`src/pmt_defs.vh`:
```
// Register map, field positions, reset values and timing constants of the timer block
`ifndef PMT_DEFS_VH
`define PMT_DEFS_VH

// ------------------------------------------------------------
// Register byte offsets per instance (instance base = n * 0x20)
// ------------------------------------------------------------
`define PMT_INST_STRIDE 8'h20
`define PMT_OFF_COUNT 8'h00
`define PMT_OFF_PERIOD 8'h04
`define PMT_OFF_CONTROL 8'h08
// Shared registers
`define PMT_OFF_STATUS 8'h60
`define PMT_OFF_MASK 8'h64
`define PMT_OFF_PRIORITY 8'h68
`define PMT_OFF_DISABLE 8'h6c
`define PMT_OFF_SYSCTL 8'h70

// ------------------------------------------------------------
// Control register fields
// ------------------------------------------------------------
`define PMT_CKPS_LSB 0
`define PMT_CKPS_MSB 1
`define PMT_RUN_BIT 2
`define PMT_OUTPS_LSB 3
`define PMT_OUTPS_MSB 6
`define PMT_CTRL_MASK 8'h7f

// System control fields: sleep bit and serial port mode field
`define PMT_SYS_SLEEP_BIT 0
`define PMT_SYS_MODE_LSB 4
`define PMT_SYS_MODE_MSB 7
`define PMT_SPI_TIMER_CODE 4'h3

// ------------------------------------------------------------
// Reset values and timing
// ------------------------------------------------------------
`define PMT_COUNT_RESET 8'h00
`define PMT_PERIOD_RESET 8'hff
`define PMT_CONTROL_RESET 8'h00
`define PMT_PRE_DIV4_LAST 4'h3
`define PMT_PRE_DIV16_LAST 4'hf
`define PMT_INSTR_DIV 2'h3

`endif

```
`src/pmt_timer.v`:
```
// Three eight-bit period-match timers with AHB-Lite register access
//
// Contract
// - Three independent identical eight-bit timer instances
// - Timers tick only from instruction clock
// - Count starts at zero, increments per tick
// - Prescaler offers divide by 1, 4, 16
// - Match pulses; count clears on next increment
// - Reset clears count, period becomes all ones
// - Count or control write clears scalers
// - Control write keeps count value
// - Flag after postscale field plus one matches
// - Latched flag; request gated by enable, priority
// - Unscaled match offered as PWM time base
// - First timer clocks serial port in SPI mode
// - Sleep halts counting, registers hold values
// - Module disable holds reset, gates clock
// - Count and period readable and writable
//
// Implementation choices: the register offsets and the AHB-Lite interface to the registers.
`timescale 1ns/1ps
`include "pmt_defs.vh"

module pmt_timer #(
    parameter NUM_TIMERS = 3,
    parameter CCP_UNITS = 5
)(
    input wire clk,
    input wire reset,
    input wire hsel,
    input wire [31:0] haddr,
    input wire [1:0] htrans,
    input wire hwrite,
    input wire [2:0] hsize,
    input wire [31:0] hwdata,
    input wire hready,
    output reg [31:0] hrdata,
    output wire hreadyout,
    output wire hresp,
    input wire [2*CCP_UNITS-1:0] timebase_select,
    output reg [CCP_UNITS-1:0] ccp_timebase,
    output wire serial_shift_clock,
    output wire irq,
    output wire irq_high,
    output wire irq_low
);

// ------------------------------------------------------------
// Helpers
// ------------------------------------------------------------
function [3:0] pre_last;
    input [1:0] sel;
    begin
        if (sel[1])
            pre_last = `PMT_PRE_DIV16_LAST;
        else if (sel[0])
            pre_last = `PMT_PRE_DIV4_LAST;
        else
            pre_last = 4'h0;
    end
endfunction

// Byte address of an instance's register group
function [7:0] inst_base;
    input integer idx;
    reg [31:0] full;
    begin
        full = idx * `PMT_INST_STRIDE;
        inst_base = full[7:0];
    end
endfunction

function is_reg;
    input [7:0] addr;
    input [7:0] off;
    begin
        is_reg = (addr == off);
    end
endfunction

// ------------------------------------------------------------
// Bus slave: one address phase captured, zero-wait data phase
// ------------------------------------------------------------
reg wr_pend;
reg rd_pend;
reg [7:0] acc_addr;
wire addr_ok = hsel && hready && htrans[1];

assign hreadyout = 1'b1;
assign hresp = 1'b0;

always @(posedge clk or posedge reset)
begin
    if (reset)
    begin
        wr_pend <= 1'b0;
        rd_pend <= 1'b0;
        acc_addr <= 8'h00;
    end
    else
    begin
        wr_pend <= addr_ok && hwrite;
        rd_pend <= addr_ok && !hwrite;
        if (addr_ok)
            acc_addr <= haddr[7:0];
    end
end

wire [7:0] wdat = hwdata[7:0];

// ------------------------------------------------------------
// Shared registers
// ------------------------------------------------------------
reg [NUM_TIMERS-1:0] match_irq_flag;
reg [NUM_TIMERS-1:0] match_irq_enable;
reg [NUM_TIMERS-1:0] match_irq_priority;
reg [NUM_TIMERS-1:0] module_disable;
reg [7:0] sys_ctrl;
reg [1:0] instr_div;

wire wr_mask = wr_pend && is_reg(acc_addr, `PMT_OFF_MASK);
wire wr_prio = wr_pend && is_reg(acc_addr, `PMT_OFF_PRIORITY);
wire wr_dis = wr_pend && is_reg(acc_addr, `PMT_OFF_DISABLE);
wire wr_sys = wr_pend && is_reg(acc_addr, `PMT_OFF_SYSCTL);
wire rd_status = rd_pend && is_reg(acc_addr, `PMT_OFF_STATUS);
wire sleeping = sys_ctrl[`PMT_SYS_SLEEP_BIT];

// Instruction clock enable: one pulse every fourth system clock
wire instr_tick = (instr_div == `PMT_INSTR_DIV);

always @(posedge clk or posedge reset)
begin
    if (reset)
        instr_div <= 2'h0;
    else
        instr_div <= instr_div + 2'h1;
end

// Interrupt enable mask
always @(posedge clk or posedge reset)
begin
    if (reset)
        match_irq_enable <= {NUM_TIMERS{1'b0}};
    else if (wr_mask)
        match_irq_enable <= wdat[NUM_TIMERS-1:0];
end

// Interrupt priority select
always @(posedge clk or posedge reset)
begin
    if (reset)
        match_irq_priority <= {NUM_TIMERS{1'b0}};
    else if (wr_prio)
        match_irq_priority <= wdat[NUM_TIMERS-1:0];
end

// Per-timer module disable
always @(posedge clk or posedge reset)
begin
    if (reset)
        module_disable <= {NUM_TIMERS{1'b0}};
    else if (wr_dis)
        module_disable <= wdat[NUM_TIMERS-1:0];
end

// Sleep bit and serial port mode
always @(posedge clk or posedge reset)
begin
    if (reset)
        sys_ctrl <= 8'h00;
    else if (wr_sys)
        sys_ctrl <= wdat;
end

// ------------------------------------------------------------
// Timer instances
// ------------------------------------------------------------
reg [7:0] count_value [0:NUM_TIMERS-1];
reg [7:0] period_value [0:NUM_TIMERS-1];
reg [7:0] timer_control [0:NUM_TIMERS-1];
reg [3:0] pre_cnt [0:NUM_TIMERS-1];
reg [3:0] post_cnt [0:NUM_TIMERS-1];
reg [NUM_TIMERS-1:0] match_pulse;
reg [NUM_TIMERS-1:0] clear_pending;
wire [NUM_TIMERS-1:0] post_event;

genvar gi;
generate
for (gi = 0; gi < NUM_TIMERS; gi = gi + 1)
begin : g_tmr
    wire [7:0] base = inst_base(gi);
    wire wr_cnt = wr_pend && is_reg(acc_addr, base + `PMT_OFF_COUNT);
    wire wr_per = wr_pend && is_reg(acc_addr, base + `PMT_OFF_PERIOD);
    wire wr_ctl = wr_pend && is_reg(acc_addr, base + `PMT_OFF_CONTROL);
    wire run = timer_control[gi][`PMT_RUN_BIT];
    wire dis = module_disable[gi];
    // Clock is gated by sleep and by module disable
    wire tick = instr_tick && !sleeping && !dis && run;
    wire pre_done = (pre_cnt[gi] >= pre_last(timer_control[gi][`PMT_CKPS_MSB:`PMT_CKPS_LSB]));
    wire inc = tick && pre_done;
    wire is_match = (count_value[gi] == period_value[gi]);
    wire post_done = (post_cnt[gi] == timer_control[gi][`PMT_OUTPS_MSB:`PMT_OUTPS_LSB]);
    assign post_event[gi] = match_pulse[gi] && post_done;

    // Period and control registers
    always @(posedge clk or posedge reset)
    begin
        if (reset)
        begin
            period_value[gi] <= `PMT_PERIOD_RESET;
            timer_control[gi] <= `PMT_CONTROL_RESET;
        end
        else if (dis)
        begin
            // Held in reset while disabled
            period_value[gi] <= `PMT_PERIOD_RESET;
            timer_control[gi] <= `PMT_CONTROL_RESET;
        end
        else
        begin
            if (wr_per)
                period_value[gi] <= wdat;
            if (wr_ctl)
                timer_control[gi] <= wdat & `PMT_CTRL_MASK;
        end
    end

    // Prescaler and postscaler counters
    always @(posedge clk or posedge reset)
    begin
        if (reset)
        begin
            pre_cnt[gi] <= 4'h0;
            post_cnt[gi] <= 4'h0;
        end
        else if (dis)
        begin
            pre_cnt[gi] <= 4'h0;
            post_cnt[gi] <= 4'h0;
        end
        else if (wr_cnt || wr_ctl)
        begin
            pre_cnt[gi] <= 4'h0;
            post_cnt[gi] <= 4'h0;
        end
        else
        begin
            if (tick)
                pre_cnt[gi] <= pre_done ? 4'h0 : pre_cnt[gi] + 4'h1;
            if (post_event[gi])
                post_cnt[gi] <= 4'h0;
            else if (match_pulse[gi])
                post_cnt[gi] <= post_cnt[gi] + 4'h1;
        end
    end

    // Count register, match pulse and clear on next increment
    always @(posedge clk or posedge reset)
    begin
        if (reset)
        begin
            count_value[gi] <= `PMT_COUNT_RESET;
            match_pulse[gi] <= 1'b0;
            clear_pending[gi] <= 1'b0;
        end
        else if (dis)
        begin
            count_value[gi] <= `PMT_COUNT_RESET;
            match_pulse[gi] <= 1'b0;
            clear_pending[gi] <= 1'b0;
        end
        else
        begin
            match_pulse[gi] <= 1'b0;
            if (wr_cnt)
            begin
                count_value[gi] <= wdat;
                clear_pending[gi] <= 1'b0;
            end
            else if (inc)
            begin
                if (clear_pending[gi])
                    count_value[gi] <= 8'h00;
                else
                    count_value[gi] <= count_value[gi] + 8'h01;
                clear_pending[gi] <= 1'b0;
                if (!clear_pending[gi] && (count_value[gi] + 8'h01) == period_value[gi])
                begin
                    clear_pending[gi] <= 1'b1;
                    match_pulse[gi] <= 1'b1;
                end
            end
            else if (tick && is_match && !clear_pending[gi] && pre_done)
                clear_pending[gi] <= 1'b1;
        end
    end
end
endgenerate

// ------------------------------------------------------------
// Interrupt flags: set wins over read clear
// ------------------------------------------------------------
reg [NUM_TIMERS-1:0] next_flag;

// Read clear first, then new events set
always @*
begin
    next_flag = rd_status ? {NUM_TIMERS{1'b0}} : match_irq_flag;
    next_flag = next_flag | post_event;
end

always @(posedge clk or posedge reset)
begin
    if (reset)
        match_irq_flag <= {NUM_TIMERS{1'b0}};
    else
        match_irq_flag <= next_flag;
end

wire [NUM_TIMERS-1:0] pend = match_irq_flag & match_irq_enable;
assign irq = |pend;
assign irq_high = |(pend & match_irq_priority);
assign irq_low = |(pend & ~match_irq_priority);

// ------------------------------------------------------------
// Time base outputs
// ------------------------------------------------------------
integer ci;
always @*
begin
    for (ci = 0; ci < CCP_UNITS; ci = ci + 1)
    begin
        case (timebase_select[2*ci +: 2])
            2'h0: ccp_timebase[ci] = match_pulse[0];
            2'h1: ccp_timebase[ci] = match_pulse[1 % NUM_TIMERS];
            2'h2: ccp_timebase[ci] = match_pulse[2 % NUM_TIMERS];
            default: ccp_timebase[ci] = 1'b0;
        endcase
    end
end

wire spi_mode = (sys_ctrl[`PMT_SYS_MODE_MSB:`PMT_SYS_MODE_LSB] == `PMT_SPI_TIMER_CODE);
assign serial_shift_clock = spi_mode && match_pulse[0];

// ------------------------------------------------------------
// Read data
// ------------------------------------------------------------
integer ri;
always @*
begin
    hrdata = 32'h00000000;
    if (is_reg(acc_addr, `PMT_OFF_STATUS))
        hrdata[NUM_TIMERS-1:0] = match_irq_flag;
    else if (is_reg(acc_addr, `PMT_OFF_MASK))
        hrdata[NUM_TIMERS-1:0] = match_irq_enable;
    else if (is_reg(acc_addr, `PMT_OFF_PRIORITY))
        hrdata[NUM_TIMERS-1:0] = match_irq_priority;
    else if (is_reg(acc_addr, `PMT_OFF_DISABLE))
        hrdata[NUM_TIMERS-1:0] = module_disable;
    else if (is_reg(acc_addr, `PMT_OFF_SYSCTL))
        hrdata[7:0] = sys_ctrl;
    for (ri = 0; ri < NUM_TIMERS; ri = ri + 1)
    begin
        if (is_reg(acc_addr, inst_base(ri) + `PMT_OFF_COUNT))
            hrdata[7:0] = count_value[ri];
        if (is_reg(acc_addr, inst_base(ri) + `PMT_OFF_PERIOD))
            hrdata[7:0] = period_value[ri];
        if (is_reg(acc_addr, inst_base(ri) + `PMT_OFF_CONTROL))
            hrdata[7:0] = timer_control[ri];
    end
    if (!rd_pend)
        hrdata = 32'h00000000;
end

endmodule

```
`config.mk`:
```
export PLATFORM = sky130hd
export DESIGN_NAME = pmt_timer
export DESIGN_NICKNAME = d
export VERILOG_FILES = /design/src/pmt_timer.v
export VERILOG_INCLUDE_DIRS = /design/src
export SDC_FILE = /design/constraint.sdc
export NUM_CORES = 1
export LEC_CHECK = 0
export BUFFER_PORTS_ARGS = -buffer_cell sky130_fd_sc_hd__buf_4
export CAP_MARGIN = 20
export CORE_UTILIZATION = 23
export CTS_CLUSTER_DIAMETER = 30
export DETAILED_ROUTE_END_ITERATION = 8
export SYNTH_ARGS = -nofsm -noshare
export SYNTH_HDL_FRONTEND = slang
export SYNTH_SLANG_ARGS = --single-unit
export TNS_END_PERCENT = 30
```
`constraint.sdc`:
```
create_clock -name clk -period 5.35 [get_ports clk]
set_input_delay 1.07 -clock clk [delete_from_list [all_inputs] [get_ports clk]]
set_output_delay 1.07 -clock clk [all_outputs]
set_load 0.005 [all_outputs]
```
== Word level (Yosys, flattened, before mapping) ==
Cells that the tools add are included.

* $add $sub $neg: 10
* $lt $le $gt $ge: 3
* Eq/ne operators: 34
* Muxes and demuxes: 103
* Bitwise gates (word level): 5
* Reductions and logical operators: 82

{| class="wikitable"
|+ Operator list
! operator !! count
|-
| $mux 8 || 35
|-
| $mux 4 || 27
|-
| $eq 8x7->1 const B || 8
|-
| $eq 8x8->1 || 6
|-
| $logic_and 1x1->1 || 44
|-
| $add 4x1->4 const B || 6
|-
| $add 8x1->8 const B || 3
|-
| $eq 8x6->1 const B || 3
|-
| $mux 1 || 24
|-
| $reduce_bool 4->1 || 6
|-
| $mux 5 || 4
|-
| $reduce_bool 3->1 || 6
|-
| $mux 3 || 5
|-
| $pmux 1 s3 || 5
|-
| $eq 2x2->1 const B || 6
|-
| $eq 4x4->1 || 3
|-
| $ge 4x4->1 || 3
|-
| $reduce_bool 2->1 || 6
|-
| $eq 2x1->1 const B || 5
|-
| $logic_not 2->1 || 5
|-
| $and 3x3->3 || 3
|-
| $reduce_or 3->1 || 3
|-
| $eq 8x3->1 const B || 1
|-
| $eq 8x4->1 const B || 1
|-
| other kinds (8) || 19
|}

* Bits in registers: 134
* Word-level logic and storage cells: 267

== Longest topological paths before layout ==
Gate-level depths: netlist of the first run.

* Word-level depth: 16
* Gate-level depth with buffers: 11
* Gate-level depth less buffers: 9

== Worst setup path before layout of the first run ==
No wires, ideal clock.

* Path kind: reg-to-output
* Start: reg acc_addr[0]
* End: out hrdata[2]
* Data arrival time: 1.874 ns
* Required time: 4.280 ns
* Setup slack: 2.406 ns
* Cell stages (with the launch flop): 8
* Buffers on the path: 1
* Cell sequence: dfrtp_1 > or2_2 > clkbuf_1 > nor2_1 > a21o_1 > a222oi_1 > a311o_1 > o21ai_0

* Cells in the longest elaborated chain, start to end: 16
* Elaborated cells on any way between the ends: 29
* Those cells by class: 13 x eq/ne; 15 x mux; 1 x reduce/logical

{| class="wikitable"
|+ Ends and longest elaborated chain
! element !! line !! source
|-
| from (decl) || pmt_timer.v:86 || <nowiki>reg [7:0] acc_addr;</nowiki>
|-
| from (signal assigned) || pmt_timer.v:105 || <nowiki>acc_addr <= haddr[7:0];</nowiki>
|-
| $eq 8x7->1 || pmt_timer.v:77 || <nowiki>is_reg = (addr == off);</nowiki>
|-
| $mux 8 || pmt_timer.v:360 || <nowiki>else if (is_reg(acc_addr, `PMT_OFF_SYSCTL))</nowiki>
|-
| $mux 3 || pmt_timer.v:358 || <nowiki>else if (is_reg(acc_addr, `PMT_OFF_DISABLE))</nowiki>
|-
| $mux 3 || pmt_timer.v:356 || <nowiki>else if (is_reg(acc_addr, `PMT_OFF_PRIORITY))</nowiki>
|-
| $mux 3 || pmt_timer.v:354 || <nowiki>else if (is_reg(acc_addr, `PMT_OFF_MASK))</nowiki>
|-
| $mux 3 || pmt_timer.v:352 || <nowiki>if (is_reg(acc_addr, `PMT_OFF_STATUS))</nowiki>
|-
| $mux 8 || pmt_timer.v:364 || <nowiki>if (is_reg(acc_addr, inst_base(ri) + `PMT_OFF_COUNT))</nowiki>
|-
| $mux 8 || pmt_timer.v:366 || <nowiki>if (is_reg(acc_addr, inst_base(ri) + `PMT_OFF_PERIOD))</nowiki>
|-
| $mux 8 || pmt_timer.v:368 || <nowiki>if (is_reg(acc_addr, inst_base(ri) + `PMT_OFF_CONTROL))</nowiki>
|-
| $mux 8 || pmt_timer.v:364 ||
|-
| $mux 8 || pmt_timer.v:366 ||
|-
| $mux 8 || pmt_timer.v:368 ||
|-
| $mux 8 || pmt_timer.v:364 ||
|-
| $mux 8 || pmt_timer.v:366 ||
|-
| $mux 8 * || pmt_timer.v:368 ||
|-
| $mux 8 * || pmt_timer.v:371 || <nowiki>if (!rd_pend)</nowiki>
|-
| to (decl) || pmt_timer.v:37 || <nowiki>output reg [31:0] hrdata,</nowiki>
|}

Mark *: on every way between the ends. The rest lies on a longest branch, timed or not.

== Worst setup path in the final report of the first run ==
* Start: reg acc_addr[3]
* End: out hrdata[2]

The elaborated chain is that of the path after synthesis.

==> impl_metrics.toml, run 1 <==
[yosys]
synth_common_cells = "nor2_1, dfrtp_1, nand2_1, o21ai_0, nand3_1"
synth_compound_area_frac = 0.1700
synth_seq_cells = 131
synth_top_area_share = 0.3097
synth_top_family_by_area = "simple AND/OR/NAND/NOR gates"
synth-simple-area-share = 0.2234
synth.avg_cell_area_sq_um = 8.804
yosysWarnings = 0
synthCells = 982
synth_ff_type = "dfrtp_1"
synth-seq-area-share = 0.3826
synth_area_sq_um = 8646
yosysMostFrequentCell = "nor2_1"
yosysUniqueCellTypes = 74
synthXorXnorAreaFrac = 0.04964
synthAdderAreaFrac = 0.03184
synth_top_area_cell = "dfrtp_1"
synthMuxAreaShare = 0.07496
synth.area.top_cells = "dfrtp_1, dfstp_2, nor2_1, nand2_1, mux2_2"
synth-edff-count = 0
async_flop_share = 1.000

[detailed_routing]
via_per_inst = 5.132
vias = 7575
drc_errors = 0
drt_wl_total_um = 26520
drt-initial-drc-count = 729
postRouteAntennaNets = 0
firstDrtPassIters = 7
wl_per_cell_um = 17.96

[setup_path]
crit_start = "acc_addr[3]"
critPathLaunchType = "flip-flop"
cp_common_cell = "buf_4"
cp.depth = 8
path_buf_inv = 2
cp_slowest_cell = "dfrtp_1"
required_ns = 4.28
r2r_start = "timer_control[9]"
cp_max_fo = 19
worstPathCellList = "buf_4 -> nor2b_1 -> a2bb2oi_1 -> nor2_1 -> a222oi_1 -> a311o_1 -> o21ai_0 -> buf_4"
worstPathArrival_ns = 3.37
crit_type = "reg2out"
worst_r2r_path_depth = 9
crit_family = "compound AO/OA/AOI/OAI gates"
cpPeakStageDelay_ns = 0.65
endpoint_kind = "primary output"

[placed_design]
portBuffers = 48
dp_hpwl_um = 18570
routabilityCongestion = 0.9161
placedInstanceArea_sq_um = 9299

[timing]
fin_crit_ns = 4.441
max_freq_ghz = 0.2252
worst_pin_slew_ns = 0.9917
timing.final.hold_violations = 0
slew_viol_final = 0
period_share = 0.8301
finalSetupTns_ns = 0
rsz0062_at_grt = "false"
relSlewSlack = 0.3389
setup_violations = 0
fin_worst_skew_ns = 0.01132

[power]
p_leak_uw = 0.004086
switchingPower_uw = 752.7
internal-power_uw = 1812
vdd_drop_max_mv = 0.2241
pwr-share-comb = 0.117
power_switching_share = 0.2935
seqPwrFrac = 0.425
clkPwrFrac = 0.458
power_density_nw_per_um2 = 259.4

[floorplanning]
start_util = 0.2350
core_sq_um = 36790
die_area_sq_um = 38370
rows = 70
die_h_um = 195.9
die_w_um = 195.9
io_pins = 127

[final_layout]
final_nets = 1101
final_cell_area_sq_um = 9887
final_util = 0.2688
area_delta_synth_final_pct = 14.36
n_fill_cell = 3891
drive_gt1_frac = 0.1706
insertedDiodeCount = 0

[clocking]
clock_latency_ns = 0.44
cts_tree = "yes"
cts_setup_buffers = 0
h-tree-depth = 4
cts_resized = 0
cts_root_buf = "clkbuf_16"
clk_pin_slew_ns = 0.07
cts_buffers = 17
ctsHoldBuffers = 0
clock-sinks = 131
cts_buffer_depth = 2

[hold_path]
whs_path_depth = 1
hold_class = "reg2reg"
hp-start = "instr_div[0]"

[grt]
grt_pass1_vias = 7323
grt_util_all_layers = 0.1415
antenna_found_initial = 0
grt_pass1_wl_um = 42270
overflow = 0
grt_max_degree = 100

[status]
status = "finished clean"

[job]
drv_cap = 0
## sequential cells by signal (all words and copies together) (netlist names), 8 cells and up
signal	count
sys_ctrl	8
count_value	24
pre_cnt	12
post_cnt	12
period_value	24
acc_addr	8
timer_control	18
## power by group through the flow
stage / Combinational, uW / Sequential (uW) / Clock (uW)
3_3_place_gp: 291 / 1100 / 0
2_1_floorplan: 244 / 1050 / 0
4_1_cts: 295 / 1090 / 1190
6_report: 301 / 1090 / 1170
5_1_grt: 328 / 1090 / 1230
3_5_place_dp: 294 / 1100 / 0
## layout make-up
class / count / area (sq um) / area share
Clock buffer: 20 / 466.7 / 0.04720
Clock inverter: 12 / 121.4 / 0.01228
Inverter: 22 / 87.58 / 0.008859
Tap cell: 468 / 585.6 / 0.05923
Multi-Input combinational cell: 761 / 4852 / 0.4908
Sequential cell: 131 / 3308 / 0.3346
Timing Repair Buffer: 62 / 465.4 / 0.04708
## worst paths after layout
path	end	slack (ns)
max	hrdata[2]	0.91
min	instr_div[0]	0.42
max reg2reg	clear_pending[1]	2.21
min reg2reg	instr_div[0]	0.42
max in group asynchronous	pre_cnt[9]	3.51
min in group asynchronous	count_value[2]	0.78
## per-stage QoR
| step | hold WS, ns | total power [uW] | setup WS (ns) | cells |
|---|---|---|---|---|
| after floorplan | 0.4006 | 1294 | 0.8220 | 1006 |
| after global placement | 0.4131 | 1392 | 1.452 | 1444 |
| after detailed placement | 0.4197 | 1397 | 1.485 | 1444 |
| after CTS | 0.4281 | 2573 | 1.019 | 1476 |
| after global routing | 0.4684 | 2656 | 0.7442 | 1476 |
| final | 0.4209 | 2565 | 0.9087 | 1476 |
## cell families after synthesis
kind of cell / count (synthesis)
compound gates: 213
xor+xnor: 49
fa+ha+maj: 22
buf+inv: 114
flops: 131
mux: 61
other cells: 2
simple gates: 390
## routing by layer
layer  track usage  up-vias  wire length (um)
li1              -     3525                 -
met1        0.1950     3739             12040
met2        0.2202      278             12130
met3       0.03077       33              1841
met4       0.04282        0               498
met5             0        -                 0
## worst reg2reg max path: stages, from the launching register on
cell and delay (ns):
dfrtp_1 0.43, inv_1 0.12, nand2_1 0.09, ha_1 0.27, nand2b_1 0.10, a2111oi_0 0.10, or3_1 0.58, or2_2 0.39
nor4_1 0.80, a31o_2 0.20
## cell usage in the layout, fill, tap and decap left out, types with 6 or more instances in the layout
cell / count
ha_1: 22
conb_1: 26
xnor2_1: 22
or3_1: 6
xor2_1: 27
a31oi_1: 10
and3_1: 10
dfrtp_1: 107
inv_1: 21
or2_2: 6
nand2b_1: 8
clkbuf_16: 17
or4_1: 6
mux2i_1: 31
nor2_1: 111
nand2_1: 101
dfstp_2: 24
o21ai_0: 58
a22o_1: 8
nor3_1: 24
nand3_1: 48
nand3b_1: 24
a211oi_1: 10
a21o_1: 6
a211o_1: 12
nor4_1: 6
o22ai_1: 11
nand4_1: 8
a311oi_1: 15
mux2_2: 30
a21oi_1: 33
buf_4: 62
(Power assumes the default switching activity.)
==> run 2: changes to the inputs <==
Settings changed: ABC_AREA from default to 1.
Clock period 5.35 ns to 4.2 ns, I/O delays scaled along.
==> impl_metrics.toml, run 2 <==
[timing]
timing.final.hold_violations = 0
slew_viol_final = 0
timing.hold.ws_ns = 0.4226
period_share = 0.8156
relSlewSlack = 0.4776
max_freq_ghz = 0.2919
fin_crit_ns = 3.426
finalSetupTns_ns = 0
rsz0062_at_grt = "false"
worst_pin_slew_ns = 0.7836
fin_worst_skew_ns = 0.01413
fin_ws_ns = 0.7744
setup_violations = 0

[floorplanning]
die_h_um = 190.9
rows = 68
io_pins = 127
die_area_sq_um = 36450
core_sq_um = 34800
die_w_um = 190.9
start_util = 0.2359

[final_layout]
final_nets = 1223
final_common_cell = "nand2_1"
area_delta_synth_final_pct = 16.22
insertedDiodeCount = 0
seqCellArea_sq_um = 3308
final_cell_mix = "nand2_1, o21ai_0, inv_1"
n_fill_cell = 3737
final_cell_area_sq_um = 9540
reg_top3 = "count_value (24), period_value (24), timer_control (18)"
multiInputGateArea_sq_um = 4061
drive_gt1_frac = 0.1469
instances_no_fill = 1585

[clocking]
clock_latency_ns = 0.43
cts_buffers = 17
clock-sinks = 131
cts_setup_buffers = 0
cts_resized = 0
ctsHoldBuffers = 0
cts_tree = "yes"
clk_pin_slew_ns = 0.06
h-tree-depth = 4
cts_buffer_depth = 2
cts_root_buf = "clkbuf_16"

[grt]
grt_pass1_wl_um = 37560
grt_util_all_layers = 0.1327
antenna_found_initial = 0
overflow = 0
grt_max_degree = 132
grt_pass1_vias = 7052

[yosys]
synth-edff-count = 0
synth_top_area_cell = "dfrtp_1"
synth_area_sq_um = 8209
synth_top_area_share = 0.3262
yosysWarnings = 0
synth.area.top_cells = "dfrtp_1, o21ai_0, nand2_1, dfstp_2, inv_1"
yosysMostFrequentCell = "nand2_1"
synth-seq-area-share = 0.4030
synth_ff_type = "dfrtp_1"
synth.avg_cell_area_sq_um = 7.658
synth_seq_cells = 131
synthCells = 1072
synth_common_cells = "nand2_1, o21ai_0, inv_1, dfrtp_1, nor2_1"
yosysUniqueCellTypes = 50
async_flop_share = 1.000

[placed_design]
placed_cells = 1553
routabilityCongestion = 0.8978
pre_cts_slack_ns = 1.203
portBuffers = 48
placedInstanceArea_sq_um = 8946
dp_hpwl_um = 17240

[setup_path]
endpoint_kind = "primary output"
worstPathArrival_ns = 2.59
crit_type = "reg2out"
required_ns = 3.36
r2r_start = "acc_addr[7]"
path_buf_inv = 5
worstPathCellList = "inv_2 -> nand2_1 -> nor2_2 -> inv_2 -> nor2_4 -> inv_2 -> o21ai_0 -> nand2_1 -> o22ai_1 -> nand3b_1 -> nand2_1 -> inv_1 -> buf_4"
cpPeakStageDelay_ns = 0.40
cp_max_fo = 8
crit_family = "simple AND/OR/NAND/NOR gates"
critPathLaunchType = "flip-flop"
cp.depth = 13
crit_start = "acc_addr[2]"
worst_r2r_path_depth = 12
cp_slowest_cell = "dfrtp_1"

[job]
drv_cap = 0

[detailed_routing]
wl_per_cell_um = 14.72
drt-initial-drc-count = 632
firstDrtPassIters = 5
postRouteAntennaNets = 0
drt_wl_total_um = 23340
via_per_inst = 4.576
vias = 7253
drc_errors = 0

[hold_path]
hp-start = "instr_div[0]"
whs_path_depth = 1
hold_class = "reg2reg"

[power]
p_leak_uw = 0.004288
power_density_nw_per_um2 = 314.4
vdd_drop_max_mv = 0.2088

[status]
status = "finished clean"
## run 2: cell types whose count changed after synthesis, moves of 11 or more
cell and delta:
nand2_1 +103, nor3_1 -11, mux2i_1 -30, nor2_1 -48
a311oi_1 -15, clkbuf_1 -38, a21oi_1 +11, xnor2_1 -15
inv_1 +125, inv_2 +16, o21ai_0 +118, mux2_2 -28
a211o_1 -11, nand3b_1 -22
## run 2: cell type report
cell class,count,share of cell area
clock inverter,10,0.01049
timing repair buffer,50,0.04066
tap,455,0.05967
multi-input combinational,753,0.4257
clock buffer,22,0.05180
sequential,131,0.3468
inverter,164,0.06492
## run 2: path summary, 6_finish.rpt
check                                   endpoint  slack, ns
min in group asynchronous  match_irq_priority[1]       0.62
hold / removal                      instr_div[0]       0.42
hold reg to reg                     instr_div[0]       0.42
setup / recovery                       hrdata[6]       0.77
setup reg to reg                  count_value[2]       1.87
max in group asynchronous             pre_cnt[6]       2.99
## run 2: layer usage
layer,vias to the layer above,share of wire,wire length (um),global-route usage
met5,-,0,0,0
met3,43,0.061,1429,0.02589
met2,222,0.47,10900,0.2129
met4,0,0.034,792,0.06338
met1,3401,0.44,10210,0.1702
li1,3587,-,-,-
## run 2: cell families (layout without fill, tap and decap cells)
| kind of cell | count (synthesis) | after routing | synth area share |
|---|---|---|---|
| flip-flops | 131 | 131 | 0.4030 |
| multiplexers | 3 | 3 | 0.003963 |
| XOR/XNOR | 34 | 34 | 0.03628 |
| buffers and inverters | 212 | 246 | 0.1132 |
| other | 2 | 26 | 0.0009148 |
| AO/OA/AOI/OAI | 278 | 278 | 0.1891 |
| AND/OR/NAND/NOR | 390 | 390 | 0.2199 |
| adder cells (fa/ha/maj) | 22 | 22 | 0.03353 |
## run 2: worst register-to-register path, delay by kind of cell, from the launching register on
family	cells	cell delay, ns
and+or+nand+nor	7	1.32
DFF	1	0.37
buffers and inverters	4	0.45
AOI/OAI and AO/OA	1	0.08
## run 2: per-stage QoR
step                      power [uW]  utilization
after floorplan                 1471            -
after global placement          1535       0.2571
after detailed placement        1536       0.2571
after CTS                       3022       0.2742
after global routing            3091       0.2742
final                           2999       0.2742
## run 2: report_power, final
| part | internal, uW | switching, uW | leakage, uW |
|---|---|---|---|
| sequential | 1290 | 23.6 | 0.00164 |
| combinational | 56.4 | 141 | 0.00237 |
| clock | 895 | 591 | 0.000281 |
| total | 2240 | 755 | 0.00429 |
==> run 3: changes to the inputs <==
Settings changed: ABC_AREA 1 to 0.
Clock period 4.2 ns to 3.2 ns, I/O delays scaled along.
==> impl_metrics.toml, run 3 (synthesis results as in run 1) <==
[grt]
grt_pass1_wl_um = 42860
grt_max_degree = 132
overflow = 0
antenna_found_initial = 0
grt_pass1_vias = 7376
grt_util_all_layers = 0.1442

[clocking]
cts_buffer_depth = 2
cts_buffers = 17
cts_tree = "yes"
clk_pin_slew_ns = 0.06
clock-sinks = 131
h-tree-depth = 4
clock_latency_ns = 0.43
cts_root_buf = "clkbuf_16"

[detailed_routing]
wl_per_cell_um = 17.95
drt-initial-drc-count = 611
vias = 7759
drc_errors = 0
postRouteAntennaNets = 0
via_per_inst = 5.095
firstDrtPassIters = 5
drt_wl_total_um = 27350

[status]
violations = "negative setup slack"
status = "finished with violations"

[timing]
fin_ws_ns = -0.05460
fin_worst_skew_ns = 0.01160
setup_violations = 4
period_share = 1.017
max_freq_ghz = 0.3073
slew_viol_final = 0
worst_pin_slew_ns = 0.8967
fin_crit_ns = 3.255
rsz0062_at_grt = "true"
timing.final.hold_violations = 0
relSlewSlack = 0.4022

[hold_path]
hold_class = "in2async"

[power]
internal-power_uw = 3382
power_density_nw_per_um2 = 438.1
vdd_drop_max_mv = 0.3781
seqPwrFrac = 0.379
switchingPower_uw = 1271
pwr-share-comb = 0.167
clkPwrFrac = 0.455
power_switching_share = 0.2732
p_leak_uw = 0.004412

[floorplanning]
start_util = 0.2350
io_pins = 127
rows = 70
die_w_um = 195.9
die_h_um = 195.9
core_sq_um = 36790
die_area_sq_um = 38370

[placed_design]
dp_hpwl_um = 19400
placedInstanceArea_sq_um = 9563
pre_cts_slack_ns = -0.08871
portBuffers = 48
routabilityCongestion = 0.9807

[final_layout]
final_nets = 1148
final_cell_mix = "nor2_1, dfrtp_1, nand2_1"
drive_gt1_frac = 0.2417
area_delta_synth_final_pct = 22.85
final_common_cell = "nor2_1"
n_fill_cell = 3838
reg_top3 = "count_value (24), period_value (24), timer_control (18)"
multiInputGateArea_sq_um = 5070
final_cell_area_sq_um = 10620
seqCellArea_sq_um = 3314
insertedDiodeCount = 0

[setup_path]
endpoint_kind = "primary output"
critPathLaunchType = "flip-flop"
cp_max_fo = 7
required_ns = 2.56
crit_type = "reg2out"
worstPathArrival_ns = 2.61

[job]
drv_cap = 0
run 3: cell count changes in the layout (fill, tap and decap cells not counted), moves of 15 or more:
| cell | before | now |
|---|---|---|
| a311oi_1 | 0 | 15 |
| buf_4 | 49 | 94 |
| inv_1 | 146 | 21 |
| inv_2 | 16 | 0 |
| mux2_2 | 2 | 30 |
| mux2i_1 | 1 | 31 |
| nand2_1 | 204 | 101 |
| nand3b_1 | 2 | 24 |
| nor2_1 | 63 | 105 |
| o21ai_0 | 176 | 48 |
| xnor2_1 | 7 | 22 |
run 3: area by class of cell:
type	instances	share of cell area
clock buffers	20	0.04300
well taps	468	0.05513
multi-input cells	761	0.4773
clock inverters	12	0.01673
inverters	22	0.008128
repair buffers	109	0.08764
flip-flops and latches	131	0.3121
run 3: critical path, stage by stage, from the launching register on:
cell and delay [ns]:
dfrtp_2 0.47, or4b_4 0.61, nor2_2 0.26, o311a_1 0.22
a211oi_1 0.06, o21ai_1 0.16, a22o_1 0.26, buf_4 0.14
run 3: power groups by stage:
stage	logic (uW)	registers, uW	clock network [uW]
final	775	1760	2120
after global routing	829	1770	2230
after CTS	732	1760	2160
after detailed placement	627	1780	0
after global placement	622	1780	0
after floorplan	408	1760	0
run 3: through the flow:
step	power [uW]	setup TNS, ns	utilization	instances	hold WS [ns]
2_1_floorplan	2164	0	-	1006	0.4006
3_3_place_gp	2398	-0.06787	0.2600	1476	0.4113
3_5_place_dp	2406	-0.08871	0.2600	1476	0.4168
4_1_cts	4647	-0.1082	0.2851	1519	0.3660
5_1_grt	4830	-0.8590	0.2887	1523	0.3754
6_report	4653	-0.1380	0.2887	1523	0.3101
run 3: what timing repair did:
item,in CTS,in global routing
buffers inserted,11,4
hold buffers,0,0
pin swaps,14,9
resized for setup,50,20
endpoints found under the setup margin,8,8
gates cloned,1,0
run 3: final timing paths:
kind | start | end | slack [ns] | depth (start not counted)
max reg2reg | timer_control[9] | count_value[12] | 0.47 | 10
min in group clk | hwrite | rd_pend | 0.38 | 2
max in group asynchronous | reset | count_value[5] | 2.12 | 3
min | reset | count_value[13] | 0.31 | 3
max | acc_addr[4] | hrdata[6] | -0.05 | 7
min reg2reg | instr_div[0] | instr_div[0] | 0.42 | 1
run 3: routing by layer:
metal | up-vias | GRT usage | part of all wire
met3 | 44 | 0.03043 | 0.069
met4 | 0 | 0.05122 | 0.025
met2 | 307 | 0.2188 | 0.45
met5 | - | 0 | 0
met1 | 3782 | 0.2010 | 0.46
li1 | 3626 | - | -
